[config.mk]
export PLATFORM = sky130hd
export DESIGN_NAME = iotb_sequencer
export DESIGN_NICKNAME = d
export VERILOG_FILES = /design/src/include/iotb_pkg.sv /design/src/verilog/iotb_sequencer.sv /design/src/verilog/iotb_sync2.sv
export SDC_FILE = /design/constraint.sdc
export NUM_CORES = 1
export LEC_CHECK = 0
export BUFFER_PORTS_ARGS = -buffer_cell sky130_fd_sc_hd__buf_4
export CAP_MARGIN = 20
export CORE_MARGIN = 3
export CORE_UTILIZATION = 51
export CTS_CLUSTER_SIZE = 30
export DETAILED_ROUTE_END_ITERATION = 10
export PLACE_DENSITY = 0.81
export SETUP_SLACK_MARGIN = 0.05
export SYNTH_ARGS = -nofsm -noshare
export SYNTH_HDL_FRONTEND = slang
export SYNTH_HIERARCHICAL = 1
export SYNTH_SLANG_ARGS = --single-unit
[constraint.sdc]
create_clock -name ref_clk_i -period 3.1 [get_ports ref_clk_i]
set_input_delay 0.465 -clock ref_clk_i [delete_from_list [all_inputs] [get_ports ref_clk_i]]
set_output_delay 0.465 -clock ref_clk_i [all_outputs]
set_load 0.1 [all_outputs]
[src/include/iotb_pkg.sv]
/*
 Shared constants, types and carriers of the I/O transfer bus sequencer.
 Assumes 18-bit words with bit 0 as the most significant bit.
*/
package iotb_pkg;
   localparam int WORD_W     = 18;
   localparam int DEV_W      = 6;
   localparam int SUB_W      = 2;
   localparam int API_LEVELS = 4;

   // Word bit n sits at vector index WORD_W-1-n
   localparam int MI_DEV_MSB   = WORD_W - 1 - 6;
   localparam int MI_SUB_MSB   = WORD_W - 1 - 12;
   localparam int MI_CLR_BIT   = WORD_W - 1 - 14;
   localparam int MI_IOP4_BIT  = WORD_W - 1 - 15;
   localparam int MI_IOP2_BIT  = WORD_W - 1 - 16;
   localparam int MI_IOP1_BIT  = WORD_W - 1 - 17;
   localparam int SIGN_BIT     = WORD_W - 1;

   // Timing
   localparam int CLK_PERIOD_NS  = 5;
   localparam int PHASE_NS       = 250;
   localparam int PHASE_CYC      = PHASE_NS / CLK_PERIOD_NS;
   localparam int PULSE_LONG_NS  = 750;
   localparam int PULSE_SHORT_NS = 500;
   localparam int PULSE_LONG_PH  = PULSE_LONG_NS / PHASE_NS;
   localparam int PULSE_SHORT_PH = PULSE_SHORT_NS / PHASE_NS;
   localparam logic [1:0] PH_SYNC = 2'h0;
   localparam logic [1:0] PH_LAST = 2'h3;

   // Request synchroniser slots, index 0 is highest priority
   localparam int SYN_DCH = 0;
   localparam int SYN_CLK = 1;
   localparam int SYN_API = 2;
   localparam int SYN_PI  = 3;
   localparam int SYN_IOT = 4;
   localparam int SYN_N   = 5;

   // Register port
   localparam int         REG_AW       = 4;
   localparam logic [3:0] REG_CTRL     = 4'h0;
   localparam logic [3:0] REG_STATUS   = 4'h4;
   localparam logic [3:0] REG_ACC_IN   = 4'h8;
   localparam int         CTRL_W       = 6;
   localparam logic [5:0] CTRL_RESET   = 6'h3F;
   localparam int         CTRL_DCH_BIT = 4;
   localparam int         CTRL_RUN_BIT = 5;

   typedef enum logic [1:0] {
      ST_IDLE = 2'b00,
      ST_P1   = 2'b01,
      ST_P2   = 2'b10,
      ST_P4   = 2'b11
   } iotb_state_t;

   // Encoding is {channel_request, single_cycle_request}
   typedef enum logic [1:0] {
      CH_NONE   = 2'b00,
      CH_SC_OUT = 2'b01,
      CH_MULTI  = 2'b10,
      CH_SC_IN  = 2'b11
   } iotb_chan_t;

   typedef struct packed {
      logic [DEV_W-1:0] device_select_line;
      logic [SUB_W-1:0] subdevice_select_line;
   } iotb_sel_t;

   typedef struct packed {
      logic first_io_pulse;
      logic second_io_pulse;
      logic fourth_io_pulse;
   } iotb_pulse_t;
endpackage

[src/verilog/iotb_sequencer.sv]
/*
 I/O processor side of the peripheral bus: phase timing, request
 synchronisation, transfer instruction pulse sequencing, chain grants.
 Assumes bus pins are converted to active-high levels at the pads and
 that the CPU drops its transfer request within one phase of done.
*/
`timescale 1ns/1ps
`default_nettype none
module iotb_sequencer
   import iotb_pkg::*;
#(
   parameter int PHASE_CYCLES = iotb_pkg::PHASE_CYC
) (
   input  wire logic                            ref_clk_i,
   input  wire logic                            reset_n_i,
   // CPU side, same clock
   input  wire logic                            iot_request_i,
   input  wire logic                            time_state_three_i,
   input  wire logic [iotb_pkg::WORD_W-1:0]     memory_input_register_i,
   input  wire logic [iotb_pkg::WORD_W-1:0]     accumulator_i,
   input  wire logic                            clock_request_i,
   output logic                                 cpu_hold_o,
   output logic                                 transfer_done_o,
   output logic                                 accumulator_clear_o,
   output logic                                 accumulator_load_o,
   output logic [iotb_pkg::WORD_W-1:0]          accumulator_load_data_o,
   output logic                                 pc_increment_o,
   output logic                                 clock_grant_o,
   output logic                                 pi_grant_o,
   // Data channel adder, same clock
   input  wire logic                            add_third_cycle_i,
   input  wire logic [iotb_pkg::WORD_W-1:0]     add_operand_a_i,
   input  wire logic [iotb_pkg::WORD_W-1:0]     add_operand_b_i,
   output logic [iotb_pkg::WORD_W-1:0]          add_sum_o,
   output logic                                 add_overflow_o,
   // Peripheral bus pins
   input  wire logic [iotb_pkg::WORD_W-1:0]     bus_data_i,
   output logic [iotb_pkg::WORD_W-1:0]          bus_data_o,
   output logic                                 bus_data_oe_o,
   input  wire logic                            read_request_i,
   input  wire logic                            skip_request_i,
   input  wire logic [iotb_pkg::API_LEVELS-1:0] priority_level_request_i,
   input  wire logic                            channel_request_i,
   input  wire logic                            single_cycle_request_i,
   input  wire logic                            pi_request_i,
   output iotb_pkg::iotb_sel_t                  select_o,
   output iotb_pkg::iotb_pulse_t                io_pulse_o,
   output logic                                 io_sync_o,
   output logic                                 io_run_o,
   output logic [iotb_pkg::API_LEVELS-1:0]      priority_chain_enable_o,
   output logic [iotb_pkg::API_LEVELS-1:0]      priority_level_grant_o,
   output logic                                 channel_chain_enable_o,
   output logic                                 channel_grant_o,
   output iotb_pkg::iotb_chan_t                 channel_kind_o,
   // Register port
   input  wire logic [iotb_pkg::REG_AW-1:0]     reg_addr_i,
   input  wire logic [31:0]                     reg_wdata_i,
   input  wire logic                            reg_wr_i,
   input  wire logic                            reg_rd_i,
   output logic [31:0]                          reg_rdata_o
);
   import iotb_pkg::*;

   localparam int PCW      = $clog2(PHASE_CYCLES);
   localparam int SYNC_W   = WORD_W + 5 + API_LEVELS;
   localparam int LONG_CYC = PULSE_LONG_PH * PHASE_CYCLES;
   localparam int SHRT_CYC = PULSE_SHORT_PH * PHASE_CYCLES;

   initial begin
      if (PHASE_CYCLES < 2) begin
         $error("iotb_sequencer: PHASE_CYCLES must be at least 2");
      end
   end

   // Pin inputs pass the synchroniser first
   logic [SYNC_W-1:0]     pins_s;
   logic [WORD_W-1:0]     data_s;
   logic                  rd_s;
   logic                  skip_s;
   logic [API_LEVELS-1:0] api_s;
   logic                  chan_s;
   logic                  sc_s;
   logic                  pi_s;

   iotb_sync2 #(
      .W (SYNC_W)
   ) u_pin_sync (
      .ref_clk_i (ref_clk_i),
      .reset_n_i (reset_n_i),
      .async_i   ({bus_data_i, read_request_i, skip_request_i,
                   priority_level_request_i, channel_request_i,
                   single_cycle_request_i, pi_request_i}),
      .sync_o    (pins_s)
   );

   assign {data_s, rd_s, skip_s, api_s, chan_s, sc_s, pi_s} = pins_s;

   // Phase generator
   logic [PCW-1:0] pcnt;
   logic [1:0]     ph;
   wire            ph_end = (pcnt == PCW'(PHASE_CYCLES - 1));
   wire            t4_end = ph_end && (ph == PH_LAST);
   wire            t1_end = ph_end && (ph == PH_SYNC);

   always_ff @(posedge ref_clk_i or negedge reset_n_i) begin
      if (!reset_n_i) begin
         pcnt <= '0;
         ph   <= PH_SYNC;
      end else begin
         pcnt <= ph_end ? '0 : pcnt + 1'b1;
         ph   <= ph_end ? ph + 2'h1 : ph;
      end
   end

   assign io_sync_o = (ph == PH_SYNC);

   // Control register
   logic [CTRL_W-1:0] ctrl;
   wire               run     = ctrl[CTRL_RUN_BIT];
   wire [API_LEVELS-1:0] api_en = ctrl[API_LEVELS-1:0] & {API_LEVELS{run}};

   assign io_run_o                = run;
   assign priority_chain_enable_o = api_en;
   assign channel_chain_enable_o  = ctrl[CTRL_DCH_BIT] && run;

   // Request synchroniser
   logic [SYN_N-1:0] stage1;
   logic [SYN_N-1:0] sync_q;
   iotb_state_t      state;
   iotb_state_t      next_state;
   wire [API_LEVELS-1:0] api_rq   = api_s & api_en;
   wire [API_LEVELS-1:0] api_pick = api_rq & (~api_rq + 1'b1);
   wire [SYN_N-1:0]  raw_req;
   wire [SYN_N-1:0]  pick     = stage1 & (~stage1 + 1'b1);
   wire              promote  = t1_end && !sync_q[SYN_IOT];
   wire              iot_go   = promote && pick[SYN_IOT];
   wire              done_now = (state != ST_IDLE) && (next_state == ST_IDLE);

   assign raw_req[SYN_DCH] = (chan_s || sc_s) && channel_chain_enable_o;
   assign raw_req[SYN_CLK] = clock_request_i;
   assign raw_req[SYN_API] = |api_rq;
   assign raw_req[SYN_PI]  = pi_s && run;
   assign raw_req[SYN_IOT] = iot_request_i && (state == ST_IDLE);

   always_ff @(posedge ref_clk_i or negedge reset_n_i) begin
      if (!reset_n_i) begin
         stage1 <= '0;
         sync_q <= '0;
      end else begin
         if (t4_end) begin
            stage1 <= raw_req;
         end else if (promote || done_now) begin
            stage1 <= '0;
         end
         if (promote) begin
            sync_q <= pick;
         end else if (done_now) begin
            sync_q <= '0;
         end
      end
   end

   // Grants and channel decode
   logic [API_LEVELS-1:0] api_grant;
   iotb_chan_t            chan_kind;
   wire iotb_chan_t       chan_dec = iotb_chan_t'({chan_s, sc_s});

   always_ff @(posedge ref_clk_i or negedge reset_n_i) begin
      if (!reset_n_i) begin
         api_grant <= '0;
         chan_kind <= CH_NONE;
      end else if (promote) begin
         api_grant <= pick[SYN_API] ? api_pick : '0;
         chan_kind <= pick[SYN_DCH] ? chan_dec : CH_NONE;
      end
   end

   assign priority_level_grant_o = api_grant;
   assign channel_grant_o        = sync_q[SYN_DCH];
   assign channel_kind_o         = chan_kind;
   assign clock_grant_o          = sync_q[SYN_CLK];
   assign pi_grant_o             = sync_q[SYN_PI];

   // Transfer instruction sequencer
   logic [1:0]        sp;
   logic [2:0]        op;
   logic [WORD_W-1:0] drv;
   iotb_sel_t         sel;
   logic              rd_hold;
   logic              skip_seen;
   wire               sp_last  = ph_end && (sp == 2'h3);
   wire               op_more  = op[MI_IOP2_BIT] || op[MI_IOP4_BIT];
   wire               in_long  = (sp < 2'(PULSE_LONG_PH));

   always_comb begin
      next_state = state;
      case (state)
         ST_IDLE: begin
            if (iot_go) begin
               next_state = ST_P1;
            end
         end
         ST_P1: begin
            if (sp_last) begin
               next_state = op_more ? ST_P2 : ST_IDLE;
            end
         end
         ST_P2: begin
            if (sp_last) begin
               next_state = op[MI_IOP4_BIT] ? ST_P4 : ST_IDLE;
            end
         end
         ST_P4: begin
            if (ph_end && (sp == 2'(PULSE_SHORT_PH - 1))) begin
               next_state = ST_IDLE;
            end
         end
         default: begin
            next_state = ST_IDLE;
         end
      endcase
   end

   assign io_pulse_o.first_io_pulse  = (state == ST_P1) && in_long
                                       && op[MI_IOP1_BIT];
   assign io_pulse_o.second_io_pulse = (state == ST_P2) && in_long
                                       && op[MI_IOP2_BIT];
   assign io_pulse_o.fourth_io_pulse = (state == ST_P4);

   // Accumulator leaves the data lines once the device claims them
   assign bus_data_oe_o = (state != ST_IDLE) && !((state == ST_P2)
                          && (rd_s || rd_hold));
   assign bus_data_o    = drv;
   assign select_o      = sel;
   assign cpu_hold_o    = time_state_three_i && iot_request_i
                          && !transfer_done_o;

   always_ff @(posedge ref_clk_i or negedge reset_n_i) begin
      if (!reset_n_i) begin
         state     <= ST_IDLE;
         sp        <= 2'h0;
         op        <= 3'h0;
         drv       <= '0;
         sel       <= '0;
         rd_hold   <= 1'b0;
         skip_seen <= 1'b0;
      end else begin
         state <= next_state;
         sp    <= (next_state != state) ? 2'h0 : sp + 2'(ph_end);
         if (iot_go) begin
            op  <= memory_input_register_i[MI_IOP1_BIT +: 3];
            sel <= memory_input_register_i[MI_DEV_MSB -: DEV_W + SUB_W];
            drv <= memory_input_register_i[MI_CLR_BIT] ? '0
                   : accumulator_i;
         end else if (done_now) begin
            sel <= '0;
            drv <= '0;
         end
         rd_hold   <= !done_now && (rd_hold
                      || (io_pulse_o.second_io_pulse && rd_s));
         skip_seen <= !iot_go && (skip_seen
                      || (io_pulse_o.first_io_pulse && skip_s));
      end
   end

   // CPU handshake strobes
   always_ff @(posedge ref_clk_i or negedge reset_n_i) begin
      if (!reset_n_i) begin
         transfer_done_o         <= 1'b0;
         accumulator_clear_o     <= 1'b0;
         accumulator_load_o      <= 1'b0;
         accumulator_load_data_o <= '0;
         pc_increment_o          <= 1'b0;
      end else begin
         transfer_done_o     <= done_now;
         accumulator_clear_o <= iot_go
                                && memory_input_register_i[MI_CLR_BIT];
         accumulator_load_o  <= (state == ST_P2) && op[MI_IOP2_BIT] && ph_end
                                && (sp == 2'(PULSE_LONG_PH - 1));
         if ((state == ST_P2) && ph_end && (sp == 2'(PULSE_LONG_PH - 1))) begin
            accumulator_load_data_o <= data_s;
         end
         pc_increment_o      <= done_now && skip_seen;
      end
   end

   // Add-to-memory overflow, end-around carry
   wire [WORD_W:0]   raw_sum = {1'b0, add_operand_a_i} + {1'b0, add_operand_b_i};
   wire [WORD_W-1:0] oc_sum  = raw_sum[WORD_W-1:0] + WORD_W'(raw_sum[WORD_W]);
   wire              ovf     = add_third_cycle_i
                               && (add_operand_a_i[SIGN_BIT] == add_operand_b_i[SIGN_BIT])
                               && (oc_sum[SIGN_BIT] != add_operand_a_i[SIGN_BIT]);

   always_ff @(posedge ref_clk_i or negedge reset_n_i) begin
      if (!reset_n_i) begin
         add_sum_o      <= '0;
         add_overflow_o <= 1'b0;
      end else begin
         add_sum_o      <= oc_sum;
         add_overflow_o <= ovf;
      end
   end

   // Register port; unmapped reads return zero
   wire        wr_ctrl = reg_wr_i && (reg_addr_i == REG_CTRL);
   wire [31:0] status  = {20'h0, rd_hold, add_overflow_o, skip_seen,
                          chan_kind, state, sync_q};
   wire [31:0] rd_mux  = (reg_addr_i == REG_CTRL)   ? {26'h0, ctrl} :
                         (reg_addr_i == REG_STATUS) ? status :
                         (reg_addr_i == REG_ACC_IN) ? {14'h0, accumulator_load_data_o} :
                         32'h0;

   always_ff @(posedge ref_clk_i or negedge reset_n_i) begin
      if (!reset_n_i) begin
         ctrl        <= CTRL_RESET;
         reg_rdata_o <= 32'h0;
      end else begin
         if (wr_ctrl) begin
            ctrl <= reg_wdata_i[CTRL_W-1:0];
         end
         reg_rdata_o <= reg_rd_i ? rd_mux : 32'h0;
      end
   end

   // Checks
   logic [9:0] plen;
   always_ff @(posedge ref_clk_i or negedge reset_n_i) begin
      if (!reset_n_i) begin
         plen <= '0;
      end else begin
         plen <= (|io_pulse_o) ? plen + 10'h1 : 10'h0;
      end
   end
endmodule
`default_nettype wire

[src/verilog/iotb_sync2.sv]
/*
 Two flip-flop synchroniser for a vector of independent levels.
 Assumes each bit is a level; multi-bit words must be stable when sampled.
*/
`timescale 1ns/1ps
`default_nettype none
module iotb_sync2 #(
   parameter int W = 1
) (
   input  wire logic         ref_clk_i,
   input  wire logic         reset_n_i,
   input  wire logic [W-1:0] async_i,
   output logic      [W-1:0] sync_o
);
   logic [W-1:0] meta;

   initial begin
      if (W < 1) begin
         $error("iotb_sync2: W must be at least 1");
      end
   end

   always_ff @(posedge ref_clk_i or negedge reset_n_i) begin
      if (!reset_n_i) begin
         meta   <= '0;
         sync_o <= '0;
      end else begin
         meta   <= async_i;
         sync_o <= meta;
      end
   end
endmodule
`default_nettype wire
==> flow_summary_export.csv, run 1 <==
group,metric,value,unit
routing,drc,0,
synthesis,synth-xor-area-share,3.59,%
setup_path,critPathMaxStageDelay,340,ps
finish,finish.net_count,1152,
setup_path,required,3450,ps
synthesis,synth_edf_count,0,
synthesis,synth_compound_area_share,13.9,%
global_routing,grt_pass1_wl,32000,um
sta,grt_setup_unrepaired,"yes",
synthesis,async_flop_share,100,%
setup_path,crit_arrival,3780,ps
cts,cts_num_sinks,178,
routing,drt_iter0_drc,469,
cts,numCtsBuffers,17,
sta,slew_headroom,38.1,%
pwr,ir_worst_vdd,0.000388,V
sta,tightest_slew,916,ps
global_routing,grt_pass1_vias,6398,
setup_path,cp_max_fo,3,
sta,finalHoldViolations,0,
sta,setup_ws,-336,ps
die,coreArea,14700,um2
job,max_cap_viol_count,0,
placement,dpl_cell_area,10300,um2
setup_path,slowest_stage,"mux2_4",
synthesis,ys.flop_type,"dfrtp_1",
finish,area_delta_synth_final,43.6,%
synthesis,synth_cells,668,
setup_path,crit_chain,"buf_4 -> ha_4 -> inv_2 -> o221a_4 -> o2111ai_2 -> a31oi_2 -> nand2b_4 -> nand2b_1 -> a21o_1 -> ha_2 -> and3_4 -> nand4_4 -> nor4b_4 -> nand4_1 -> nor4_2 -> mux2_4 -> a211oi_4 -> mux2i_1",
synthesis,yosysWarnings,6,
finish,num_antenna_cells,0,
sta,slew_violations,0,
global_routing,track_usage,24.6,%
placement,port_buffers,216,
cts,cts-htree-levels,4,
synthesis,syn_area_per_cell,11.6,um2
die,dieArea,16800,um2
pwr,power.density,578,nW/um2
sta,finalCritPeriodShare,111,%
synthesis,synthTopCellsByArea,"dfrtp_1 (55%), ha_1 (4.0%), mux2_2 (3.6%), nand2_1 (3.3%), o21ai_0 (2.6%)",
sta,setup_viol,11,
die,rows,44,
routing,via_count,6343,
finish,layout-drive-gt1-share,44.4,%
cts,clkTransAtPathRegs,70,ps
run_status,violations,"setup timing",
cts,cts_tree,"done",
synthesis,synth-simple-area-share,13.4,%
placement,hpwl,15300,um
cts,cts_root_buf,"clkbuf_16",
synthesis,synth_top_family_by_area,"compound AO/OA/AOI/OAI gates",
setup_path,critPathCaptureType,"register",
die,ioPinCount,263,
die,fp.dieW,129,um
finish,post-route-util,75.9,%
synthesis,ys_ff_latch,178,
finish,finalInstanceArea,11200,um2
synthesis,yosys.area.top_type,"dfrtp_1",
min_path,hold_class,"input port to async pin",
pwr,power,6.45,mW
cts,cts.path.max_buffers,2,
global_routing,antenna_found_initial,0,
synthesis,synthMuxAreaShare,3.95,%
global_routing,grt_overflow,0,
sta,finClkSkew,5.09,ps
cts,clkLatencyLatePin,420,ps
die,die_y,129,um
sta,min_period,3440,ps
setup_path,crit_buf_inv,2,
routing,ant_nets,0,
setup_path,critPathTopFamily,"simple AND/OR/NAND/NOR gates",
pwr,leakage,5.49,nW
synthesis,synth.distinct_cells,79,
setup_path,worstSetupPathType,"input port to register",
routing,routed_wl,20600,um
routing,viasPerCell,5.38,
cts,cts-hold-fix-buffers,0,
routing,avgRoutedWirePerCell,17.5,um
synthesis,syn-cell-area,7770,um2
synthesis,synth-seq-area-share,57.4,%
synthesis,yosys.area.top_type_share,55.4,%
run_status,status,"complete, but fails checks",
placement,place_congestion,0.831,
sta,whs,38.5,ps
synthesis,post_synth_fa_ha_maj_area_fraction,4.28,%
sta,fmax,291,MHz
die,start_util,52.9,%
global_routing,grt_max_degree,72,
setup_path,start_kind,"input port",
routing,drt_pass1_iterations,6,
## where the power goes
group          internal, mW  total (mW)  switching, mW
sequential             2.46        2.52         0.0598
clock                  1.39        2.29          0.902
combinational         0.524        1.65           1.12
## timing repair
action	in CTS	in global routing
resized for setup	20	12
setup buffers	9	5
setup endpoints to repair	9	12
pin swaps	18	16
cloned	0	0
## final cells by class
class,count,area [um2]
well taps,184,230
flip-flops and latches,178,4460
repair buffers,318,2440
inverters,17,63.8
multi-input cells,451,3320
clock inverters,14,200
fillers,994,3540
clock buffers,18,439
## flip-flops by register name, indices dropped and copies added (netlist names), 5 cells and up
name and count:
bus_data_o 18, reg_rdata_o 18, select_o 8, u_pin_sync/meta 27, stage1 5, add_sum_o 18
pcnt 6, u_pin_sync/sync_o 27, ctrl 6, accumulator_load_data_o 18, sync_q 5
## final timing paths
check	from	end	cells past startpoint	slack, ps
setup / recovery	add_operand_b_i[5]	add_overflow_o$_DFF_PN0_	18	-340
hold / removal	reset_n_i	select_o[3]$_DFFE_PN0P_	1	40
setup reg to reg	pcnt[1]$_DFF_PN0_	bus_data_o[10]$_DFFE_PN0P_	11	440
hold reg to reg	u_pin_sync/meta[22]$_DFF_PN0_	u_pin_sync/sync_o[22]$_DFF_PN0_	0	350
max in group asynchronous	reset_n_i	ctrl[1]$_DFFE_PN1P_	2	2130
min in group ref_clk_i	bus_data_i[14]	u_pin_sync/meta[23]$_DFF_PN0_	1	150
## through the flow
| stage | TNS (ps) | cells | setup WS, ps |
|---|---|---|---|
| 4_1_cts | -1860 | 1175 | -317 |
| 5_1_grt | -3730 | 1180 | -507 |
| 3_5_place_dp | -6750 | 1134 | -835 |
| 3_3_place_gp | -5760 | 1133 | -733 |
| 6_report | -2600 | 1180 | -336 |
| 2_1_floorplan | -3000 | 681 | -576 |
## cell usage after synthesis (7+ instances only)
library cell / instances
dfrtp_1: 172
and3_1: 11
xor2_1: 11
o21ai_0: 40
a21o_1: 11
a22o_1: 20
nor2_1: 38
nand3_1: 13
and2_1: 12
ha_1: 25
xnor2_1: 19
inv_1: 17
a21oi_1: 35
buf_4: 16
a22oi_1: 7
nand2_1: 68
mux2_2: 25
clkbuf_1: 16
## cells in the final DEF (no fill, tap or decap), types with 11 or more instances in the layout
cell type and n:
ha_1 18, nand2_1 67, nor2_1 36, a21o_1 11
xnor2_1 18, and3_1 11, conb_1 14, a22o_1 20
o21ai_0 38, clkbuf_16 17, buf_4 305, inv_1 16
a21oi_1 31, mux2_2 25, buf_6 12, dfrtp_1 172
and2_1 11
## logic make-up after synthesis
| kind of cell | Yosys count |
|---|---|
| XOR/XNOR | 31 |
| flip-flops | 178 |
| AND/OR/NAND/NOR | 197 |
| adder cells (fa/ha/maj) | 26 |
| other | 1 |
| buffers and inverters | 52 |
| multiplexers | 27 |
| AO/OA/AOI/OAI | 156 |
## metal layers
metal  GRT usage (%)  part of all wire (%)
met5               0                     0
met4            8.01                   1.7
met3            7.25                   7.7
met2            42.9                    51
met1            29.4                    39
No activity file was read; power rests on OpenSTA's default activity.
==> run 2: changes to the inputs <==
--- a/config.mk
+++ b/config.mk
@@ -5,13 +5,16 @@
 export SDC_FILE = /design/constraint.sdc
 export NUM_CORES = 1
 export LEC_CHECK = 0
+export ABC_AREA = 1
+export ABC_CLOCK_PERIOD_IN_PS = 3100
 export BUFFER_PORTS_ARGS = -buffer_cell sky130_fd_sc_hd__buf_4
 export CAP_MARGIN = 20
 export CORE_MARGIN = 3
 export CORE_UTILIZATION = 51
 export CTS_CLUSTER_SIZE = 30
 export DETAILED_ROUTE_END_ITERATION = 10
-export PLACE_DENSITY = 0.81
+export PLACE_DENSITY = 0.8
+export RECOVER_POWER = 25
 export SETUP_SLACK_MARGIN = 0.05
 export SYNTH_ARGS = -nofsm -noshare
 export SYNTH_HDL_FRONTEND = slang
==> flow_summary_export.csv, run 2 <==
group,metric,value,unit
run_status,status,"complete, but fails checks",
run_status,violations,"capacitance limit, slew limit",
global_routing,antenna_found_initial,2,
pwr,leakage,5.75,nW
finish,layout_common_cells,"buf_4 (231), nand2_1 (224), dfrtp_1 (172)",
synthesis,ys_top_cells_by_count,"nand2_1 (226), dfrtp_1 (172), inv_1 (120), nand3_1 (81), nor2_1 (72)",
sta,finalCritPeriodShare,91.3,%
routing,drt_iter0_drc,293,
synthesis,synth_top_family_by_area,"simple AND/OR/NAND/NOR gates",
synthesis,async_flop_share,100,%
synthesis,synth-xor-area-share,1.86,%
sta,slew_violations,66,
synthesis,ys.flop_type,"dfrtp_1",
synthesis,yosysMostFrequentCell,"nand2_1",
synthesis,synth_cells,886,
routing,via_count,6653,
synthesis,synth-simple-area-share,23.6,%
setup_path,slowest_stage,"fa_2",
routing,viasPerCell,4.85,
sta,fmax,353,MHz
synthesis,synthMuxAreaShare,1.68,%
die,die_y,131,um
routing,avgRoutedWirePerCell,14.3,um
pwr,ir_worst_vdd,0.000399,V
synthesis,synth-seq-area-share,55.6,%
placement,port_buffers,216,
setup_path,critPathTopFamily,"simple AND/OR/NAND/NOR gates",
synthesis,ys_ff_latch,178,
pwr,power,5.86,mW
setup_path,cp_max_fo,4,
synthesis,yosys.area.top_type,"dfrtp_1",
setup_path,crit_buf_inv,2,
min_path,min_path_cells,1,
min_path,hold_class,"input port to register",
synthesis,synth.distinct_cells,40,
placement,place_ws,-215,ps
setup_path,worstSetupPathType,"input port to register",
cts,cts_num_sinks,178,
cts,cts-hold-fix-buffers,0,
sta,finalHoldViolations,0,
synthesis,synth_edf_count,0,
global_routing,grt_pass1_wl,31400,um
job,max_cap_viol_count,1,
min_path,min_to,"u_pin_sync/meta[8]$_DFF_PN0_",
routing,ant_nets,0,
synthesis,syn_area_per_cell,9.06,um2
setup_path,crit_path_start,"add_operand_a_i[0]",
placement,hpwl,15000,um
setup_path,critPathCaptureType,"register",
sta,finClkSkew,8.24,ps
sta,setup_viol,0,
cts,clkTransAtPathRegs,70,ps
die,start_util,52.4,%
cts,numCtsBuffers,17,
finish,num_antenna_cells,0,
sta,grt_setup_unrepaired,"no",
global_routing,grt_max_degree,83,
synthesis,syn-cell-area,8020,um2
synthesis,synthTopCellsByArea,"dfrtp_1 (54%), nand2_1 (11%), inv_1 (5.6%), nand3_1 (5.1%), ha_1 (3.9%)",
routing,routed_wl,19600,um
sta,min_period,2830,ps
finish,top_regs,"u_pin_sync/meta x27, u_pin_sync/sync_o x27",
cts,cts_root_buf,"clkbuf_16",
finish,finish.net_count,1317,
cts,cts.path.max_buffers,2,
sta,slew_headroom,-7.39,%
die,coreArea,15300,um2
synthesis,yosysWarnings,6,
setup_path,r2r_end,"sp[0]$_DFF_PN0_",
finish,layout-drive-gt1-share,30.1,%
synthesis,post_synth_fa_ha_maj_area_fraction,4.15,%
cts,cts_tree,"done",
synthesis,yosys.area.top_type_share,53.6,%
setup_path,reg2reg_slack,670,ps
global_routing,grt_pass1_vias,6484,
cts,clkLatencyLatePin,430,ps
die,dieArea,17300,um2
global_routing,grt_overflow,0,
setup_path,ff2ff_path_depth,10,
setup_path,crit_chain,"buf_4 -> ha_4 -> fa_2 -> nand3_2 -> nand3_2 -> nand2_1 -> nand2_2 -> nand2_1 -> nand2_1 -> a21oi_1 -> o21bai_1 -> buf_4 -> ha_1 -> nand2_1 -> nor2_1 -> nand3_1 -> nor2_1 -> nand4_2 -> nor2_4 -> nand2_1 -> nand2_1 -> nand3_1 -> nand2_1 -> nor2_1",
synthesis,synth_compound_area_share,4.76,%
setup_path,critPathMaxStageDelay,230,ps
routing,drt_pass1_iterations,4,
finish,post-route-util,70.1,%
sta,whs,158,ps
finish,area_delta_synth_final,33.8,%
cts,cts-htree-levels,4,
placement,place_congestion,0.902,
setup_path,r2r_start,"pcnt[2]$_DFF_PN0_",
setup_path,required,3420,ps
routing,drc,0,
setup_path,crit_arrival,3150,ps
die,rows,45,
global_routing,track_usage,22.7,%
min_path,worstHoldStart,"read_request_i",
setup_path,cp_common_cell,"nand2_1",
sta,setup_ws,271,ps
die,fp.dieW,131,um
finish,layout_commonest_cell,"buf_4",
setup_path,start_kind,"input port",
sta,tightest_slew,1610,ps
die,ioPinCount,263,
pwr,power.density,546,nW/um2
==> run 2: cells by family after synthesis <==
family / Yosys count
and+or+nand+nor: 426
AOI/OAI and AO/OA: 72
DFF: 178
adders and majority gates: 26
other: 1
muxes: 12
buffers and inverters: 154
xor gates and xnor gates: 17
==> run 2: cell type report <==
| type | instances | area (um2) |
|---|---|---|
| Tap cell | 211 | 264 |
| Timing Repair Buffer | 260 | 1960 |
| Clock inverter | 14 | 144 |
| Clock buffer | 18 | 429 |
| Sequential cell | 178 | 4460 |
| Inverter | 124 | 465 |
| Multi-Input combinational cell | 567 | 3010 |
| Fill cell | 1199 | 4580 |
==> run 2: repair_timing <==
action                     CTS  global route
buffers inserted             0             2
setup endpoints to repair    0             8
gates resized for setup      0            12
==> run 2: how the worst max path moves through the flow <==
stage | endpoint | slack (ps) | cells past startpoint
2_1_floorplan | add_overflow_o$_DFF_PN0_ | 210 | 22
3_3_place_gp | add_overflow_o$_DFF_PN0_ | -130 | 23
3_5_place_dp | add_overflow_o$_DFF_PN0_ | -220 | 24
4_1_cts | add_sum_o[16]$_DFF_PN0_ | 220 | 22
5_1_grt | add_overflow_o$_DFF_PN0_ | 60 | 24
6_report | add_overflow_o$_DFF_PN0_ | 270 | 24
==> run 2: routing by layer <==
layer | vias up | wire, um | global-route usage (%)
li1 | 3293 | - | -
met1 | 3099 | 7760 | 26.9
met2 | 217 | 9910 | 39.0
met3 | 40 | 1360 | 6.78
met4 | 4 | 507 | 8.34
met5 | - | 23 | 0
==> run 2: stage by stage <==
stage,setup TNS (ps),cells,area (um2)
final,0,1372,10700
after global routing,0,1372,10700
after CTS,0,1370,10700
after detailed placement,-1720,1338,10100
after global placement,-691,1338,10100
after floorplan,0,899,8080
==> run 2: report_power, final <==
part | switching, mW | internal, mW | total [mW] | leakage, nW
clock network | 0.928 | 1.13 | 2.06 | 0.281
logic | 0.968 | 0.355 | 1.32 | 3.35
registers | 0.0426 | 2.43 | 2.47 | 2.13
total | 1.94 | 3.92 | 5.86 | 5.75
